**src/design/tbl_pkg.sv**
```systemverilog
// package: constants and types for the tile boot and security loader
package tbl_pkg;

  // ****************************************
  // clock and boot timing
  // ****************************************
  localparam int CLK_NS       = 100;      // sys_clk period
  localparam int BOOT_DLY_NS  = 15000;    // least internal reset time, 15 us
  localparam int BOOT_DLY_CYC = (BOOT_DLY_NS + CLK_NS - 1) / CLK_NS;

  // ****************************************
  // otp geometry and image format
  // ****************************************
  localparam int          OTP_SECTORS  = 4;
  localparam int          OTP_SEC_ROWS = 512;
  localparam int          OTP_ROWS     = OTP_SECTORS * OTP_SEC_ROWS;
  localparam logic [10:0] SEC_ROW      = 11'h7FF;       // row holding the security word
  localparam logic [10:0] IMG_ROW0     = 11'h000;       // secure image starts at row 0
  localparam logic [31:0] CRC_BYPASS   = 32'h0D15_AB1E;
  localparam logic [31:0] CRC_POLY     = 32'hEDB8_8320;
  localparam logic [31:0] CRC_INIT     = 32'hFFFF_FFFF;
  localparam logic [31:0] RAM_BASE     = 32'h0000_0000; // load and start address
  localparam logic [31:0] SEC_RST      = 32'h0000_7FFF; // locked down until loaded

  // ****************************************
  // programming port resource identifiers
  // ****************************************
  localparam logic [23:0] RID_PG_ADDR = 24'h10_0200;
  localparam logic [23:0] RID_PG_DATA = 24'h20_0100;
  localparam logic [23:0] RID_PG_CTRL = 24'h10_0300;

  // ****************************************
  // register map, byte addresses
  // ****************************************
  localparam logic [7:0] REG_SEC     = 8'h00;
  localparam logic [7:0] REG_STATUS  = 8'h04;
  localparam logic [7:0] REG_PG_ADDR = 8'h08;
  localparam logic [7:0] REG_PG_DATA = 8'h0C;
  localparam logic [7:0] REG_PG_CTRL = 8'h10;
  localparam logic [7:0] REG_WORDS   = 8'h14;
  localparam logic [7:0] REG_CRC     = 8'h18;
  localparam int         CTRL_GO     = 0;
  localparam int         CTRL_CLR    = 1;

  // ****************************************
  // security word layout, bit 31 first
  // ****************************************
  typedef struct packed {
    logic [9:0] uid_ext;       // 31:22
    logic [6:0] gp;            // 21:15
    logic       dbg_pin_dis;   // 14
    logic       jtag_otp_dis;  // 13
    logic       master_lock;   // 12
    logic [3:0] sector_lock;   // 11:8
    logic       redundant;     // 7
    logic       rsv6;          // 6
    logic       secure_boot;   // 5
    logic [2:0] rsv4_2;        // 4:2
    logic       link_dis;      // 1
    logic       jtag_dis;      // 0
  } tbl_sec_t;

  // boot sequencer states
  typedef enum logic [2:0] {
    ST_DELAY  = 3'b000,
    ST_SEC_RD = 3'b001,
    ST_LOAD   = 3'b010,
    ST_CHECK  = 3'b011,
    ST_RUN    = 3'b100,
    ST_FAIL   = 3'b101
  } tbl_state_t;

  // image field being parsed
  typedef enum logic [1:0] {
    PH_SIZE = 2'b00,
    PH_PROG = 2'b01,
    PH_CHK  = 2'b10
  } tbl_phase_t;

endpackage

```
**src/design/tbl_loader.sv**
```systemverilog
// tile boot sequencer: security word load, image load, crc check, otp programming gate
`timescale 1ns/10ps
module tbl_loader
  import tbl_pkg::*;
#(
  parameter int RAM_AW = 16  // ram word address width
) (
  // clock and reset
  input  wire logic        sys_clk,
  input  wire logic        sys_rst,
  // avalon-mm slave
  input  wire logic [7:0]  avs_address,
  input  wire logic        avs_read,
  input  wire logic        avs_write,
  input  wire logic [31:0] avs_writedata,
  input  wire logic [3:0]  avs_byteenable,
  output logic      [31:0] avs_readdata,
  output logic             avs_waitrequest,
  // otp read port
  output logic             otp_rd_req,
  output logic      [10:0] otp_rd_addr,
  input  wire logic [31:0] otp_rd_data,
  input  wire logic        otp_rd_valid,
  // otp programming port
  output logic             otp_pg_req,
  output logic      [15:0] otp_pg_addr,
  output logic      [31:0] otp_pg_data,
  output logic      [15:0] otp_pg_ctrl,
  input  wire logic        otp_pg_done,
  // embedded flash byte stream
  output logic             flash_en,
  input  wire logic        flash_valid,
  input  wire logic [7:0]  flash_data,
  output logic             flash_ready,
  // ram write port
  output logic             ram_we,
  output logic [RAM_AW-1:0] ram_addr,
  output logic      [31:0] ram_wdata,
  // processor start
  output logic             exec_start,
  output logic      [31:0] exec_addr,
  output logic             core_run,
  output logic             boot_fail,
  // pins and security controls
  output logic             gpio_pulldown,
  output logic             jtag_tile_block,
  output logic             link_access_block,
  output logic             otp_redundant_en,
  output logic             otp_jtag_block,
  output logic             debug_pin_disable,
  output logic      [6:0]  sec_gp_bits,
  output logic      [9:0]  usercode_ext
);

  // elaboration check: ram must hold at least two words, at most 2^30
  if (RAM_AW < 1 || RAM_AW > 30) begin : g_bad_aw
    $error("RAM_AW out of range");
  end

  localparam logic [31:0] RAM_WORDS = 32'(1) << RAM_AW;

  // ****************************************
  // crc helper
  // ****************************************
  // one byte of reflected crc, lsb first
  function automatic logic [31:0] crc_upd(input logic [31:0] c, input logic [7:0] b);
    logic [31:0] r;
    r = c ^ {24'h00_0000, b};
    for (int i = 0; i < 8; i++) begin
      r = r[0] ? ((r >> 1) ^ CRC_POLY) : (r >> 1);
    end
    return r;
  endfunction

  // ****************************************
  // declarations
  // ****************************************
  tbl_state_t   state;          // boot sequencer
  tbl_phase_t   phase;          // image field
  tbl_sec_t     sec;            // security word
  logic         sec_loaded;     // security word valid
  logic         src_otp;        // image comes from otp
  logic [7:0]   dly;            // reset delay counter
  logic [1:0]   bcnt;           // byte within word
  logic [31:0]  asm_w;          // word under assembly
  logic [31:0]  size;           // program size in words
  logic [31:0]  chk;            // stored check word
  logic [31:0]  crc;            // running crc
  logic [31:0]  wcnt;           // words written to ram
  logic         rd_pend;        // otp read outstanding
  logic [10:0]  img_row;        // next otp image row
  logic [31:0]  obuf;           // otp word being split
  logic [2:0]   ocnt;           // bytes left in obuf
  logic         ack;            // bus answer cycle
  logic [15:0]  pg_addr;        // programming address
  logic [31:0]  pg_data;        // programming data
  logic         pg_busy;        // programming in flight
  logic         pg_rej;         // sticky refusal
  logic         in_valid;       // byte available
  logic [7:0]   in_byte;        // current byte
  logic         take;           // byte consumed
  logic [31:0]  nxt_w;          // word incl. current byte
  logic         need_sec;       // fetch security row
  logic         need_img;       // fetch image row
  logic         crc_ok;         // check passes
  logic         wr_fire;        // bus write takes effect
  logic         go;             // programming request
  logic         locked;         // programming refused

  // ****************************************
  // byte source mux
  // ****************************************
  // otp words are split into bytes, least first, so both sources parse alike
  always_comb begin
    in_valid = src_otp ? (ocnt != 3'd0) : flash_valid;
    in_byte  = src_otp ? obuf[7:0] : flash_data;
    take     = (state == ST_LOAD) && in_valid;
    nxt_w    = {in_byte, asm_w[31:8]};
    need_sec = (state == ST_SEC_RD);
    need_img = (state == ST_LOAD) && src_otp && (ocnt == 3'd0); // check word row fetched as well
    crc_ok   = (chk == CRC_BYPASS) || (~crc == chk);
  end

  // flash only drains while loading from flash
  assign flash_ready = (state == ST_LOAD) && !src_otp;

  // ****************************************
  // reset pin behaviour
  // ****************************************
  // pull-downs stay on through reset, released on first clock after
  always_ff @(posedge sys_clk or posedge sys_rst) begin
    if (sys_rst) begin
      gpio_pulldown <= 1'b1;
    end else begin
      gpio_pulldown <= 1'b0;
    end
  end

  // ****************************************
  // boot sequencer
  // ****************************************
  always_ff @(posedge sys_clk or posedge sys_rst) begin
    if (sys_rst) begin
      state      <= ST_DELAY;
      phase      <= PH_SIZE;
      dly        <= 8'(BOOT_DLY_CYC - 1);
      sec        <= tbl_sec_t'(SEC_RST);
      sec_loaded <= 1'b0;
      src_otp    <= 1'b0;
      bcnt       <= 2'd0;
      asm_w      <= 32'h0000_0000;
      size       <= 32'h0000_0000;
      chk        <= 32'h0000_0000;
      boot_fail  <= 1'b0;
    end else begin
      case (state)
        // internal reset delay; reset source keeps supply settle time
        ST_DELAY: begin
          if (dly == 8'd0) begin
            state <= ST_SEC_RD;
          end else begin
            dly <= dly - 8'd1;
          end
        end
        // security word before any boot decision
        ST_SEC_RD: begin
          if (otp_rd_valid) begin
            sec        <= tbl_sec_t'(otp_rd_data);
            sec_loaded <= 1'b1;
            src_otp    <= otp_rd_data[5];
            state      <= ST_LOAD;
          end
        end
        // parse size, program, check word
        ST_LOAD: begin
          if (take) begin
            asm_w <= nxt_w;
            bcnt  <= bcnt + 2'd1;
            if (bcnt == 2'd3) begin
              case (phase)
                PH_SIZE: begin
                  size <= nxt_w;
                  if (nxt_w > RAM_WORDS) begin
                    state     <= ST_FAIL; // image cannot fit
                    boot_fail <= 1'b1;
                  end else if (nxt_w == 32'h0000_0000) begin
                    phase <= PH_CHK;
                  end else begin
                    phase <= PH_PROG;
                  end
                end
                PH_PROG: begin
                  if (wcnt + 32'd1 == size) begin
                    phase <= PH_CHK;
                  end
                end
                default: begin
                  chk   <= nxt_w;
                  state <= ST_CHECK;
                end
              endcase
            end
          end
        end
        // compare stored and computed check value
        ST_CHECK: begin
          if (crc_ok) begin
            state <= ST_RUN;
          end else begin
            state     <= ST_FAIL;
            boot_fail <= 1'b1;
          end
        end
        // terminal states until next reset
        ST_RUN: begin
          state <= ST_RUN;
        end
        default: begin
          state <= ST_FAIL;
        end
      endcase
    end
  end

  // ****************************************
  // otp read requests
  // ****************************************
  // one read outstanding; answer expected at least one cycle after request
  always_ff @(posedge sys_clk or posedge sys_rst) begin
    if (sys_rst) begin
      otp_rd_req  <= 1'b0;
      otp_rd_addr <= 11'h000;
      rd_pend     <= 1'b0;
      img_row     <= IMG_ROW0;
    end else begin
      otp_rd_req <= 1'b0;
      if (otp_rd_req) begin
        rd_pend <= 1'b1;
      end else if (otp_rd_valid) begin
        rd_pend <= 1'b0;
      end
      if ((need_sec || need_img) && !rd_pend && !otp_rd_req) begin
        otp_rd_req <= 1'b1;
        if (need_sec) begin
          otp_rd_addr <= SEC_ROW;
        end else begin
          otp_rd_addr <= img_row;
          img_row     <= img_row + 11'd1;
        end
      end
    end
  end

  // ****************************************
  // otp word splitter
  // ****************************************
  always_ff @(posedge sys_clk or posedge sys_rst) begin
    if (sys_rst) begin
      obuf <= 32'h0000_0000;
      ocnt <= 3'd0;
    end else if (state == ST_LOAD && src_otp && otp_rd_valid) begin
      obuf <= otp_rd_data;
      ocnt <= 3'd4;
    end else if (take && src_otp) begin
      obuf <= obuf >> 8;
      ocnt <= ocnt - 3'd1;
    end
  end

  // flash enabled only while the image streams from it
  always_ff @(posedge sys_clk or posedge sys_rst) begin
    if (sys_rst) begin
      flash_en <= 1'b0;
    end else begin
      flash_en <= (state == ST_LOAD) && !src_otp;
    end
  end

  // ****************************************
  // crc over size and program bytes
  // ****************************************
  always_ff @(posedge sys_clk or posedge sys_rst) begin
    if (sys_rst) begin
      crc <= CRC_INIT;
    end else if (take && phase != PH_CHK) begin
      crc <= crc_upd(crc, in_byte);
    end
  end

  // ****************************************
  // ram writes
  // ****************************************
  // word address counts up from the base
  always_ff @(posedge sys_clk or posedge sys_rst) begin
    if (sys_rst) begin
      ram_we    <= 1'b0;
      ram_addr  <= '0;
      ram_wdata <= 32'h0000_0000;
      wcnt      <= 32'h0000_0000;
    end else begin
      ram_we <= 1'b0;
      if (take && phase == PH_PROG && bcnt == 2'd3) begin
        ram_we    <= 1'b1;
        ram_addr  <= RAM_BASE[RAM_AW+1:2] + wcnt[RAM_AW-1:0];
        ram_wdata <= nxt_w;
        wcnt      <= wcnt + 32'd1;
      end
    end
  end

  // ****************************************
  // processor start
  // ****************************************
  always_ff @(posedge sys_clk or posedge sys_rst) begin
    if (sys_rst) begin
      exec_start <= 1'b0;
      exec_addr  <= 32'h0000_0000;
      core_run   <= 1'b0;
    end else begin
      exec_start <= (state == ST_CHECK) && crc_ok;
      if (state == ST_CHECK && crc_ok) begin
        exec_addr <= RAM_BASE;
        core_run  <= 1'b1;
      end
    end
  end

  // ****************************************
  // security controls
  // ****************************************
  // reset value keeps everything closed until the word arrives
  always_ff @(posedge sys_clk or posedge sys_rst) begin
    if (sys_rst) begin
      jtag_tile_block   <= 1'b1;
      link_access_block <= 1'b1;
      otp_redundant_en  <= 1'b0;
      otp_jtag_block    <= 1'b1;
      debug_pin_disable <= 1'b1;
      sec_gp_bits       <= 7'h00;
      usercode_ext      <= 10'h000;
    end else begin
      jtag_tile_block   <= sec.jtag_dis;
      link_access_block <= sec.link_dis;
      otp_redundant_en  <= sec.redundant && sec_loaded;
      otp_jtag_block    <= sec.jtag_otp_dis;
      debug_pin_disable <= sec.dbg_pin_dis;
      sec_gp_bits       <= sec.gp;
      usercode_ext      <= sec.uid_ext;
    end
  end

  // ****************************************
  // avalon-mm slave
  // ****************************************
  // every access waits one cycle: request in cycle 0, answer in cycle 1
  assign avs_waitrequest = (avs_read || avs_write) && !ack;
  assign wr_fire         = avs_write && ack;

  always_ff @(posedge sys_clk or posedge sys_rst) begin
    if (sys_rst) begin
      ack <= 1'b0;
    end else begin
      ack <= (avs_read || avs_write) && !ack;
    end
  end

  // read data registered in the wait cycle, stands at the answer edge
  always_ff @(posedge sys_clk or posedge sys_rst) begin
    if (sys_rst) begin
      avs_readdata <= 32'h0000_0000;
    end else if (avs_read && !ack) begin
      if (avs_address == REG_SEC) begin
        avs_readdata <= sec;
      end else if (avs_address == REG_STATUS) begin
        avs_readdata <= {24'h00_0000, sec_loaded, pg_rej, pg_busy, boot_fail, core_run, state};
      end else if (avs_address == REG_PG_ADDR) begin
        avs_readdata <= {16'h0000, pg_addr};
      end else if (avs_address == REG_PG_DATA) begin
        avs_readdata <= pg_data;
      end else if (avs_address == REG_WORDS) begin
        avs_readdata <= wcnt;
      end else if (avs_address == REG_CRC) begin
        avs_readdata <= ~crc;
      end else begin
        avs_readdata <= 32'h0000_0000; // unmapped and write-only
      end
    end
  end

  // ****************************************
  // otp programming gate
  // ****************************************
  // sector from row address; rows past the array are refused as well
  always_comb begin
    go     = wr_fire && avs_address == REG_PG_CTRL && avs_byteenable[0] && avs_writedata[CTRL_GO];
    locked = !sec_loaded || pg_busy || sec.master_lock
             || sec.sector_lock[pg_addr[10:9]]
             || (pg_addr >= 16'(OTP_ROWS));
  end

  // address and data ports, byte lanes honoured
  always_ff @(posedge sys_clk or posedge sys_rst) begin
    if (sys_rst) begin
      pg_addr <= 16'h0000;
      pg_data <= 32'h0000_0000;
    end else if (wr_fire) begin
      for (int i = 0; i < 4; i++) begin
        if (avs_byteenable[i] && avs_address == REG_PG_DATA) begin
          pg_data[i*8 +: 8] <= avs_writedata[i*8 +: 8];
        end
        if (i < 2 && avs_byteenable[i] && avs_address == REG_PG_ADDR) begin
          pg_addr[i*8 +: 8] <= avs_writedata[i*8 +: 8];
        end
      end
    end
  end

  // control port launches a write; refusal is sticky, set beats clear
  always_ff @(posedge sys_clk or posedge sys_rst) begin
    if (sys_rst) begin
      otp_pg_req  <= 1'b0;
      otp_pg_addr <= 16'h0000;
      otp_pg_data <= 32'h0000_0000;
      otp_pg_ctrl <= 16'h0000;
      pg_busy     <= 1'b0;
      pg_rej      <= 1'b0;
    end else begin
      otp_pg_req <= 1'b0;
      if (otp_pg_done) begin
        pg_busy <= 1'b0;
      end
      if (go && locked) begin
        pg_rej <= 1'b1;
      end else if (go) begin
        otp_pg_req  <= 1'b1;
        otp_pg_addr <= pg_addr;
        otp_pg_data <= pg_data;
        otp_pg_ctrl <= avs_writedata[15:0];
        pg_busy     <= 1'b1;
      end else if (wr_fire && avs_address == REG_PG_CTRL && avs_byteenable[0]
                   && avs_writedata[CTRL_CLR]) begin
        pg_rej <= 1'b0;
      end
    end
  end

endmodule

```
**config.mk**
```make
export PLATFORM = sky130hd
export DESIGN_NAME = tbl_loader
export DESIGN_NICKNAME = d
export VERILOG_FILES = /design/src/design/tbl_pkg.sv /design/src/design/tbl_loader.sv
export SDC_FILE = /design/constraint.sdc
export NUM_CORES = 1
export LEC_CHECK = 0
export BUFFER_PORTS_ARGS = -buffer_cell sky130_fd_sc_hd__buf_2
export CORE_MARGIN = 10
export CORE_UTILIZATION = 30
export DETAILED_ROUTE_END_ITERATION = 12
export PLACE_DENSITY = 0.5
export SETUP_SLACK_MARGIN = 0.1
export SLEW_MARGIN = 20
export SYNTH_ARGS = -nofsm -noshare
export SYNTH_HDL_FRONTEND = slang
export SYNTH_SLANG_ARGS = --single-unit
```
**constraint.sdc**
```tcl
create_clock -name sys_clk -period 19.4 [get_ports sys_clk]
set_clock_uncertainty 0.1 [all_clocks]
set_input_delay 5.82 -clock sys_clk [delete_from_list [all_inputs] [get_ports sys_clk]]
set_output_delay 5.82 -clock sys_clk [all_outputs]
set_load 0.01 [all_outputs]
```
# Yosys cells after proc, flatten, opt, wreduce, memory -nomap -nowiden
# Cells that the tools add are included.
dict set report word_totals {
  output_inout_bits 219
  register_bits 492
}
dict set report op_classes {
  n_addsub 5
  n_lt_le_gt_ge 3
  eq_ne 28
  reduce_logical 69
  bitwise 14
  mux 53
}
# operator n
set op_table {}
lappend op_table {{$mux W32} 16}
lappend op_table {{$not A13 Y14} 8}
lappend op_table {{$eq A32 B32 Y1} 2}
lappend op_table {{$add A32 B1 Y32 const B} 1}
lappend op_table {{$eq A32 B28 Y1 const B} 1}
lappend op_table {{$gt A32 B17 Y1 const B} 1}
lappend op_table {{$logic_not A32 Y1} 1}
lappend op_table {{$not A32 Y32} 1}
lappend op_table {{$xor A32 B8 Y32} 1}
lappend op_table {{$logic_and A1 B1 Y1} 27}
lappend op_table {{$eq A8 B5 Y1 const B} 3}
lappend op_table {{$reduce_and A2 Y1} 12}
lappend op_table {{$mux W3} 7}
lappend op_table {{$mux W1} 20}
lappend op_table {{$ne A2 B2 Y1 const B} 9}
lappend op_table {{$reduce_and A6 Y1} 3}
lappend op_table {{$eq A8 B4 Y1 const B} 2}
lappend op_table {{$ge A16 B12 Y1 const B} 1}
lappend op_table {{$logic_not A8 Y1} 2}
lappend op_table {{$pmux W3 S5} 1}
lappend op_table {{$add A11 B1 Y11 const B} 1}
lappend op_table {{$mux W11} 1}
lappend op_table {{$reduce_bool A2 Y1} 5}
lappend op_table {{$eq A8 B3 Y1 const B} 1}
lappend op_table {{other kinds (25)} 45}

# Logic depth before layout (Yosys ltp)
# Gate-level depths: netlist (run 1).
dict set report depth {
  ltp_word 18
  depth_mapped 12
}

# Worst setup path before layout (run 1)
# No wires, ideal clock.
dict set report synth_timing {
  path_kind {input -> output}
  from {input port avs_read}
  to {output port avs_waitrequest}
  setup_slack_ns 7.451
  required_time_ns 13.480
  n_path_buf 0
  stages 2
  arrival_time_ns 6.029
  path_cell_list {nor2_1 nor2_1}
}
dict set report synth_via {
  elab_chain_cells 2
}
# element line_no
set synth_lines {}
lappend synth_lines {{start: declaration} tbl_loader.sv:13} ;# input wire logic avs_read,
lappend synth_lines {{$logic_or A1 B1 Y1} tbl_loader.sv:356} ;# assign avs_waitrequest = (avs_read || avs_write) && !ack;
lappend synth_lines {{$logic_and A1 B1 Y1} tbl_loader.sv:356}
lappend synth_lines {{end: declaration} tbl_loader.sv:18} ;# output logic avs_waitrequest,
# No other way between the ends.

# Final worst setup path (run 1)
dict set report layout_timing {
  from {input port avs_write}
  to {output port avs_waitrequest}
}
dict set report layout_via {
  elab_chain_cells 2
}
# element line_no
set layout_lines {}
lappend layout_lines {{start: declaration} tbl_loader.sv:14} ;# input wire logic avs_write,
lappend layout_lines {{$logic_or A1 B1 Y1} tbl_loader.sv:356}
lappend layout_lines {{$logic_and A1 B1 Y1} tbl_loader.sv:356}
# No other way between the ends.

==> impl_metrics.yaml, run 1 <==
worst_hold_path:
  hold_class: "flop to flop"
  min-delay-start: "sec[16]"
die:
  die-area_um2: 84240
  rows: 99
  die_w_um: 290.2
  die_y_um: 290.2
  ioPinCount: 310
  initial_core_util: 0.3013
  coreArea_um2: 72710
pwr:
  p_sw_mw: 0.5534
  p_sw_frac: 0.2398
  ir_drop_mv: 0.05814
  p_clk_frac: 0.476
  power.internal_mw: 1.754
  seq_power_share: 0.456
  combPwrFrac: 0.068
  power_leakage_nw: 12.88
  power_density_nw_per_um2: 88.23
synthesis:
  synth_edf_count: 0
  postSynth.asyncResetShare: 1.000
  synth_cell_types: 77
  synth_top_family_by_area: "simple AND/OR/NAND/NOR gates"
  synth_compound_area_frac: 0.08150
  synth_xor_area_frac: 0.08355
  synth-adder-area-share: 0.003998
  synth_seq_cells: 484
  syn_inst: 2062
  synth-simple-area-share: 0.1525
  synthMuxAreaShare: 0.08578
  synth_top_flop_cell: "dfrtp_1"
  yosysWarnings: 0
  postSynthAreaPerCell_um2: 10.62
  ys_seq_area_frac: 0.5560
  synth_area_um2: 21910
run:
  drv_cap: 0
global_routing:
  gr-usage-all-layers: 0.1674
  grt_max_degree: 162
  antenna_found_initial: 5
  grt_pass1_vias: 16560
  grt_overflow: 0
  grt_pass1_wl_mm: 110.2
placed_design:
  dp_cells: 3216
  io_buffer_count: 277
  routabilityCongestion: 0.8662
  dp_worst_setup_slack_ps: 7174
  detailed_place_hpwl_mm: 54.02
worst_setup_path:
  path_buf_inv: 2
  slowest_stage: "buf_2"
  cp_max_fo: 5
  required_ps: 13480
  crit_start: "avs_write"
  critical_path_arrival_ps: 6310
  path_class: "input port to output pin"
  crit_chain: "buf_2, nor2_1, nor2_1, buf_2"
  critical_path.top_delay_family: "buffers and inverters"
  worstSetupStartpointType: "input port"
  worstSetupEndpointType: "output pin"
  max_stage_delay_ps: 170
  r2r-start: "state[2]"
timing:
  hold_viol_final: 0
  period_share: 0.6304
  maxSlewViolCount: 0
  worst_pin_slew_ps: 1078
  rsz0062_at_grt: "no"
  setup_viol: 0
  fin_tns_setup_ps: 0
  period_minus_slack_ps: 12230
  maxSlewHeadroom: 0.2750
  setup_slack_ps: 7171
  fmax_mhz: 81.77
final_layout:
  stdcell_count: 3324
  multi_input_area_um2: 9107
  layout_commonest_cell: "nand2_1"
  seq_area_um2: 12180
  nNetsFinal: 2411
  fill_cells: 7238
  area.growth.synth_to_final_pct: 19.37
  drive_above_1_share: 0.2752
  mostFrequentLayoutCells: "nand2_1 (454), dfrtp_1 (428), buf_2 (277)"
detailed_routing:
  ant_nets: 0
  vias: 16310
  wl_mm: 72.39
  drc: 0
  vias_per_cell: 4.907
  dr.first_iter.drc_count: 1156
  firstDrtPassIters: 5
  route.detailed.wl_per_inst_um: 21.78
clocking:
  cts_root_buf: "clkbuf_16"
  cts_tree: "built"
  clockBufferDepth: 3
  clock-sinks: 484
  insertion_delay_ps: 630
  cts_resized: 0
  cts_buffers: 54
  ctsHoldBuffers: 0
  path_clk_slew_ps: 60
  cts_setup_buffers: 0
  h-tree-depth: 2
outcome:
  status: "finished clean"
[area by class of cell]
class / instances / share of cell area
inverters: 25 / 0.003780
clock inverters: 27 / 0.01411
diodes: 7 / 0.0006698
repair buffers: 306 / 0.06306
flip-flops and latches: 484 / 0.4658
well taps: 959 / 0.04588
multi-input cells: 1442 / 0.3482
clock buffers: 74 / 0.05846
[per-stage QoR]
stage                     total power [mW]  cell area [um^2]    util  hold slack, ps
after floorplan                      1.167             22030       -           259.2
after global placement               1.227             24180  0.3325           267.5
after detailed placement             1.230             24230  0.3332           268.6
after CTS                            2.332             26130  0.3593           287.3
after global routing                 2.392             26140  0.3595           290.1
final                                2.307             26150  0.3597           295.0
[state kept, by name (all words and copies together), names as in the netlist, 10 cells and up]
register and count:
asm_w 24, avs_readdata 32, chk 32, crc 32
img_row 11, obuf 32, otp_pg_addr 16, otp_pg_ctrl 16
otp_pg_data 32, otp_rd_addr 11, pg_addr 16, pg_data 32
ram_addr 16, ram_wdata 32, sec 32, size 32
usercode_ext 10, wcnt 32
[synth_stat cells, types with 9 or more instances]
master / number / area (um^2)
buf_4: 35 / 262.8
dfstp_2: 56 / 1471
and3_1: 9 / 56.30
xor2_1: 78 / 683.2
nand2_1: 454 / 1704
clkbuf_1: 76 / 285.3
mux2_2: 145 / 1633
mux2i_1: 12 / 120.1
and2_1: 10 / 62.56
o21ai_0: 100 / 500.5
nor2_1: 131 / 491.7
a22oi_1: 18 / 135.1
a221oi_1: 33 / 289.0
nand3_1: 19 / 95.09
dfrtp_1: 428 / 10710
nor4_1: 15 / 93.84
a21oi_1: 78 / 390.4
xnor2_1: 103 / 902.1
nor3_1: 20 / 100.1
buf_2: 23 / 115.1
nand4_1: 35 / 219.0
xnor2_2: 9 / 146.4
inv_1: 24 / 90.09
[final timing paths]
| check | to | slack, ps | depth (start not counted) |
|---|---|---|---|
| worst min-delay path | sec_gp_bits[1] | 300 | 0 |
| worst max register to register | wcnt[17] | 15610 | 10 |
| worst min register to register | sec_gp_bits[1] | 300 | 0 |
| max in group asynchronous | ram_wdata[27] | 11550 | 5 |
| worst max-delay path | avs_waitrequest | 7170 | 4 |
| min in group asynchronous | otp_pg_addr[13] | 5350 | 3 |
[routing by layer]
metal / global-route usage / part of all wire / vias up / wire length [um]
li1: - / - / 7471 / -
met1: 0.2357 / 0.46 / 8233 / 33610
met2: 0.2638 / 0.46 / 512 / 33170
met3: 0.03176 / 0.060 / 91 / 4367
met4: 0.03539 / 0.017 / 4 / 1231
met5: 0 / 0.00022 / - / 16
[power by group through the flow]
stage	Sequential (mW)	Combinational, mW	Clock [mW]
after floorplan	1.07	0.0947	0
after global placement	1.07	0.157	0
after detailed placement	1.07	0.159	0
after CTS	1.05	0.160	1.12
after global routing	1.06	0.172	1.16
final	1.05	0.157	1.10
[worst reg2reg max path: cells and delay by family, from the launching register on]
family,cells,cell delay (ps)
buffers and inverters,2,1010
xor gates and xnor gates,1,140
and+or+nand+nor,7,1990
DFF,1,460
[kinds of logic (layout without fill, tap and decap cells)]
kind of cell,after synthesis,count (layout)
AO/OA/AOI/OAI,289,289
XOR/XNOR,194,194
adder cells (fa/ha/maj),7,7
buffers and inverters,168,432
flip-flops,484,484
multiplexers,163,163
other,1,40
AND/OR/NAND/NOR,756,756
Power figures use the tool's default switching activity.
==> inputs of run 2 (changes only) <==
PLACE_DENSITY = 0.48   (was 0.5)
clock period = 11.55 ns   (was 19.4 ns; I/O delays follow)
==> run 2 against run 1 <==
  * Utilization is 0.32 points lower
  * Critical endpoint unchanged
  * Die area stayed put
  * Via count is 1.4% lower
  * Combinational power is 67% higher
  * Clock power is 55% higher
  * Flip-flop and latch count stayed put
==> impl_metrics.yaml, run 2 (synthesized netlist as in run 1, its figures left out) <==
outcome:
  status: "finished clean"
detailed_routing:
  dr.first_iter.drc_count: 1049
  ant_nets: 0
  vias: 16080
  firstDrtPassIters: 5
  wl_mm: 73.17
  drc: 0
  route.detailed.wl_per_inst_um: 22.08
  vias_per_cell: 4.853
final_layout:
  seq_area_um2: 12180
  area.growth.synth_to_final_pct: 18.30
  drive_above_1_share: 0.2694
  fin_area_um2: 25920
  fin_util: 0.3565
  nNetsFinal: 2407
  mostFrequentLayoutCells: "nand2_1 (454), dfrtp_1 (428), buf_2 (277)"
  stdcell_count: 3314
  layout_commonest_cell: "nand2_1"
  fill_cells: 7263
  multi_input_area_um2: 9105
worst_setup_path:
  endpoint: "avs_waitrequest"
  critical_path_arrival_ps: 3900
  r2r_slack_ps: 7530
  worstRegToRegCells: 8
  cp_max_fo: 5
  r2r-start: "asm_w[25]"
  worstSetupStartpointType: "input port"
  timing.rr.end: "phase[0]"
  path_class: "input port to output pin"
  required_ps: 7990
  worstSetupEndpointType: "output pin"
  crit_start: "avs_write"
timing:
  period_minus_slack_ps: 7465
  rsz0062_at_grt: "no"
  fmax_mhz: 134.0
  setup_slack_ps: 4085
  maxSlewHeadroom: 0.2180
  setup_viol: 0
  hold_viol_final: 0
  period_share: 0.6463
  maxSlewViolCount: 0
  worst_pin_slew_ps: 1140
  fin_tns_setup_ps: 0
  whs_ps: 280.2
global_routing:
  grt_pass1_wl_mm: 110.0
  gr-usage-all-layers: 0.1690
  grt_max_degree: 155
  antenna_found_initial: 7
  grt_overflow: 0
  grt_pass1_vias: 16450
pwr:
  ir_drop_mv: 0.1094
  seq_power_share: 0.474
  p_sw_frac: 0.2506
  p_sw_mw: 0.9350
  combPwrFrac: 0.070
  power_density_nw_per_um2: 144.0
  power.internal_mw: 2.796
  p_clk_frac: 0.455
  power_leakage_nw: 12.77
  total_power_mw: 3.731
die:
  initial_core_util: 0.3013
  ioPinCount: 310
  rows: 99
  die_y_um: 290.2
  die_w_um: 290.2
  die-area_um2: 84240
  coreArea_um2: 72710
clocking:
  clock-sinks: 484
  insertion_delay_ps: 640
  cts_resized: 0
  cts_setup_buffers: 0
  h-tree-depth: 2
  path_clk_slew_ps: 60
  ctsHoldBuffers: 0
  clockBufferDepth: 3
  cts_buffers: 55
  cts_root_buf: "clkbuf_16"
  cts_tree: "built"
placed_design:
  dp_cells: 3211
  io_buffer_count: 277
  postPlaceCellArea_um2: 24170
  dp_worst_setup_slack_ps: 4090
  detailed_place_hpwl_mm: 54.28
  routabilityCongestion: 0.8682
worst_hold_path:
  min_path_cells: 0
  hold_class: "flop to flop"
run:
  drv_cap: 0
-- run 2: cell types whose count changed in the layout (fill, tap and decap cells not counted), moves of 4 or more --
| cell | before | now |
|---|---|---|
| clkinvlp_4 | 7 | 2 |
| buf_4 | 26 | 22 |
| clkbuf_1 | 12 | 22 |
| bufinv_16 | 8 | 0 |
| clkinv_2 | 12 | 8 |
| clkbuf_8 | 6 | 11 |
| diode_2 | 7 | 2 |
-- run 2: worst max-delay path: stages --
cell and delay (ps):
buf_2 120, nor2_1 50, nor2_1 110, buf_2 150
-- run 2: worst min path at each step --
stage | from | endpoint | slack, ps
detailed placement | sec[13] | otp_jtag_block | 270
global placement | sec[13] | otp_jtag_block | 270
global route | sec[13] | otp_jtag_block | 280
CTS | sec[13] | otp_jtag_block | 280
finish | sec[13] | otp_jtag_block | 280
floorplan | sec[0] | jtag_tile_block | 260
-- run 2: area by class of cell --
| class | instances | area share |
|---|---|---|
| antenna | 2 | 0.0001931 |
| clock buffer | 88 | 0.06213 |
| clock inverter | 13 | 0.004876 |
| inverter | 25 | 0.003814 |
| multi-input combinational | 1442 | 0.3513 |
| sequential | 484 | 0.4700 |
| tap | 959 | 0.04629 |
| timing repair buffer | 301 | 0.06140 |
-- run 2: power by group through the flow --
stage	Combinational (mW)	Clock (mW)	Sequential (mW)
floorplan	0.159	0	1.80
global placement	0.265	0	1.80
detailed placement	0.267	0	1.80
CTS	0.268	1.75	1.77
global route	0.290	1.81	1.77
finish	0.262	1.70	1.77
-- run 2: layer usage --
layer,GRT usage,vias up,wire length (um)
li1,-,7457,-
met1,0.2358,8029,33780
met2,0.2655,481,33300
met3,0.03519,106,4503
met4,0.03805,10,1513
met5,0,-,67
==> inputs of run 3 (changes only) <==
PLACE_DENSITY = 0.5   (was 0.48)
clock period = 6 ns   (was 11.55 ns; I/O delays follow)
==> run 3 against run 2 <==
  * Wire length increased by 0.19%
  * Sequential power increased by 93%
  * Utilization increased by 0.30 points
  * Critical endpoint unchanged
  * Non-clock buffer count increased by 6
  * Highest routed layer unchanged
  * Die area unchanged
  * Largest cell class unchanged
  * Critical path depth unchanged
  * Flip-flop and latch count unchanged
==> impl_metrics.yaml, run 3 (synthesized netlist as in run 1, its figures left out) <==
die:
  initial_core_util: 0.3013
  die_w_um: 290.2
  die-area_um2: 84240
  coreArea_um2: 72710
  rows: 99
  ioPinCount: 310
  die_y_um: 290.2
timing:
  hold_viol_final: 0
  period_share: 0.7194
  period_minus_slack_ps: 4317
  setup_viol: 0
  maxSlewViolCount: 0
  rsz0062_at_grt: "no"
  worst_pin_slew_ps: 1233
  fmax_mhz: 231.7
  fin_tns_setup_ps: 0
  maxSlewHeadroom: 0.1704
global_routing:
  grt_overflow: 0
  gr-usage-all-layers: 0.1686
  antenna_found_initial: 4
  grt_pass1_vias: 16580
  grt_max_degree: 161
  grt_pass1_wl_mm: 110.3
pwr:
  power_density_nw_per_um2: 282.6
  power_leakage_nw: 12.89
  p_sw_mw: 1.778
  seq_power_share: 0.463
  combPwrFrac: 0.069
  p_clk_frac: 0.468
  ir_drop_mv: 0.2504
  power.internal_mw: 5.608
  p_sw_frac: 0.2407
worst_setup_path:
  cp_max_fo: 5
  critical_path_arrival_ps: 2420
  critical_path.top_delay_family: "buffers and inverters"
  r2r-start: "asm_w[25]"
  slowest_stage: "buf_2"
  crit_chain: "buf_2, nor2_1, nor2_1, buf_2"
  worstSetupStartpointType: "input port"
  path_buf_inv: 2
  worstSetupEndpointType: "output pin"
  crit_start: "avs_write"
  path_class: "input port to output pin"
  max_stage_delay_ps: 190
  required_ps: 4100
clocking:
  cts_buffers: 54
  cts_tree: "built"
  ctsHoldBuffers: 0
  cts_resized: 0
  clockBufferDepth: 3
  h-tree-depth: 2
  insertion_delay_ps: 630
  cts_setup_buffers: 0
  clock-sinks: 484
  cts_root_buf: "clkbuf_16"
  path_clk_slew_ps: 60
detailed_routing:
  route.detailed.wl_per_inst_um: 22.08
  ant_nets: 0
  wl_met1_mm: 33.57
  vias: 16210
  met3WireLength_mm: 4.919
  wl_met2_mm: 33.14
  drc: 0
  firstDrtPassIters: 6
  wl_mm: 73.31
  routed.top_layer: "met5"
  vias_per_cell: 4.881
  dr.first_iter.drc_count: 1111
outcome:
  status: "finished clean"
placed_design:
  io_buffer_count: 277
  postPlaceCellArea_um2: 24220
  dp_cells: 3216
  routabilityCongestion: 0.8811
  detailed_place_hpwl_mm: 55.21
final_layout:
  fin_area_um2: 26130
  layout_commonest_cell: "nand2_1"
  nNetsFinal: 2412
  drive_above_1_share: 0.2757
  area.growth.synth_to_final_pct: 19.29
  fill_cells: 7333
  mostFrequentLayoutCells: "nand2_1 (454), dfrtp_1 (428), buf_2 (277)"
  stdcell_count: 3320
worst_hold_path:
  min-delay-start: "sec[1]"
  hold_class: "flop to flop"
run:
  drv_cap: 0
## run 3: cell count changes in the layout (fill, tap and decap cells not counted), sizes merged
cell,delta
clkinv,+1
bufinv,+4
clkinvlp,+1
inv,-2
clkbuf,-5
buf,+6
diode,+1
## run 3: path summary, 6_finish.rpt
check                                    end  slack (ps)  cells past startpoint
min                        link_access_block         290                      0
max                          avs_waitrequest        1680                      4
max in group asynchronous      ram_wdata[13]        3580                      3
min in group asynchronous           obuf[28]        1020                      2
min reg2reg                link_access_block         290                      0
max reg2reg                         phase[0]        2130                      8
## run 3: layout make-up
| type | instances | area, um^2 | area share |
|---|---|---|---|
| flip-flops and latches | 484 | 12180 | 0.4661 |
| diodes | 3 | 7.507 | 0.0002873 |
| well taps | 959 | 1200 | 0.04591 |
| clock buffers | 83 | 1652 | 0.06320 |
| clock inverters | 17 | 230.2 | 0.008809 |
| repair buffers | 307 | 1662 | 0.06358 |
| inverters | 25 | 98.84 | 0.003782 |
| multi-input cells | 1442 | 9102 | 0.3483 |
## run 3: layer usage
layer / vias to the layer above / track usage
met2: 526 / 0.2635
met5: - / 0
met4: 6 / 0.04348
met1: 8129 / 0.2323
met3: 94 / 0.03800
li1: 7450 / -
## run 3: power by group through the flow
stage	sequential [mW]	combinational (mW)	clock [mW]
after detailed placement	3.47	0.517	0
after CTS	3.42	0.519	3.55
after global routing	3.42	0.561	3.70
final	3.42	0.510	3.46
after floorplan	3.47	0.306	0
after global placement	3.47	0.512	0
## run 3: worst reg2reg max path, delay by kind of cell (launching register included)
kind | cells | cell delay, ps
compound gates | 2 | 1070
flops | 1 | 470
simple gates | 6 | 2140
## run 3: per-stage QoR
step	utilization	hold WS (ps)	setup slack, ps	total power, mW
6_report	0.3594	288.6	1683	7.386
5_1_grt	0.3594	299.2	1608	7.681
4_1_cts	0.3590	293.8	1661	7.483
3_5_place_dp	0.3331	286.0	1332	3.992
3_3_place_gp	0.3331	279.8	1196	3.986
2_1_floorplan	-	259.2	-2415	3.774
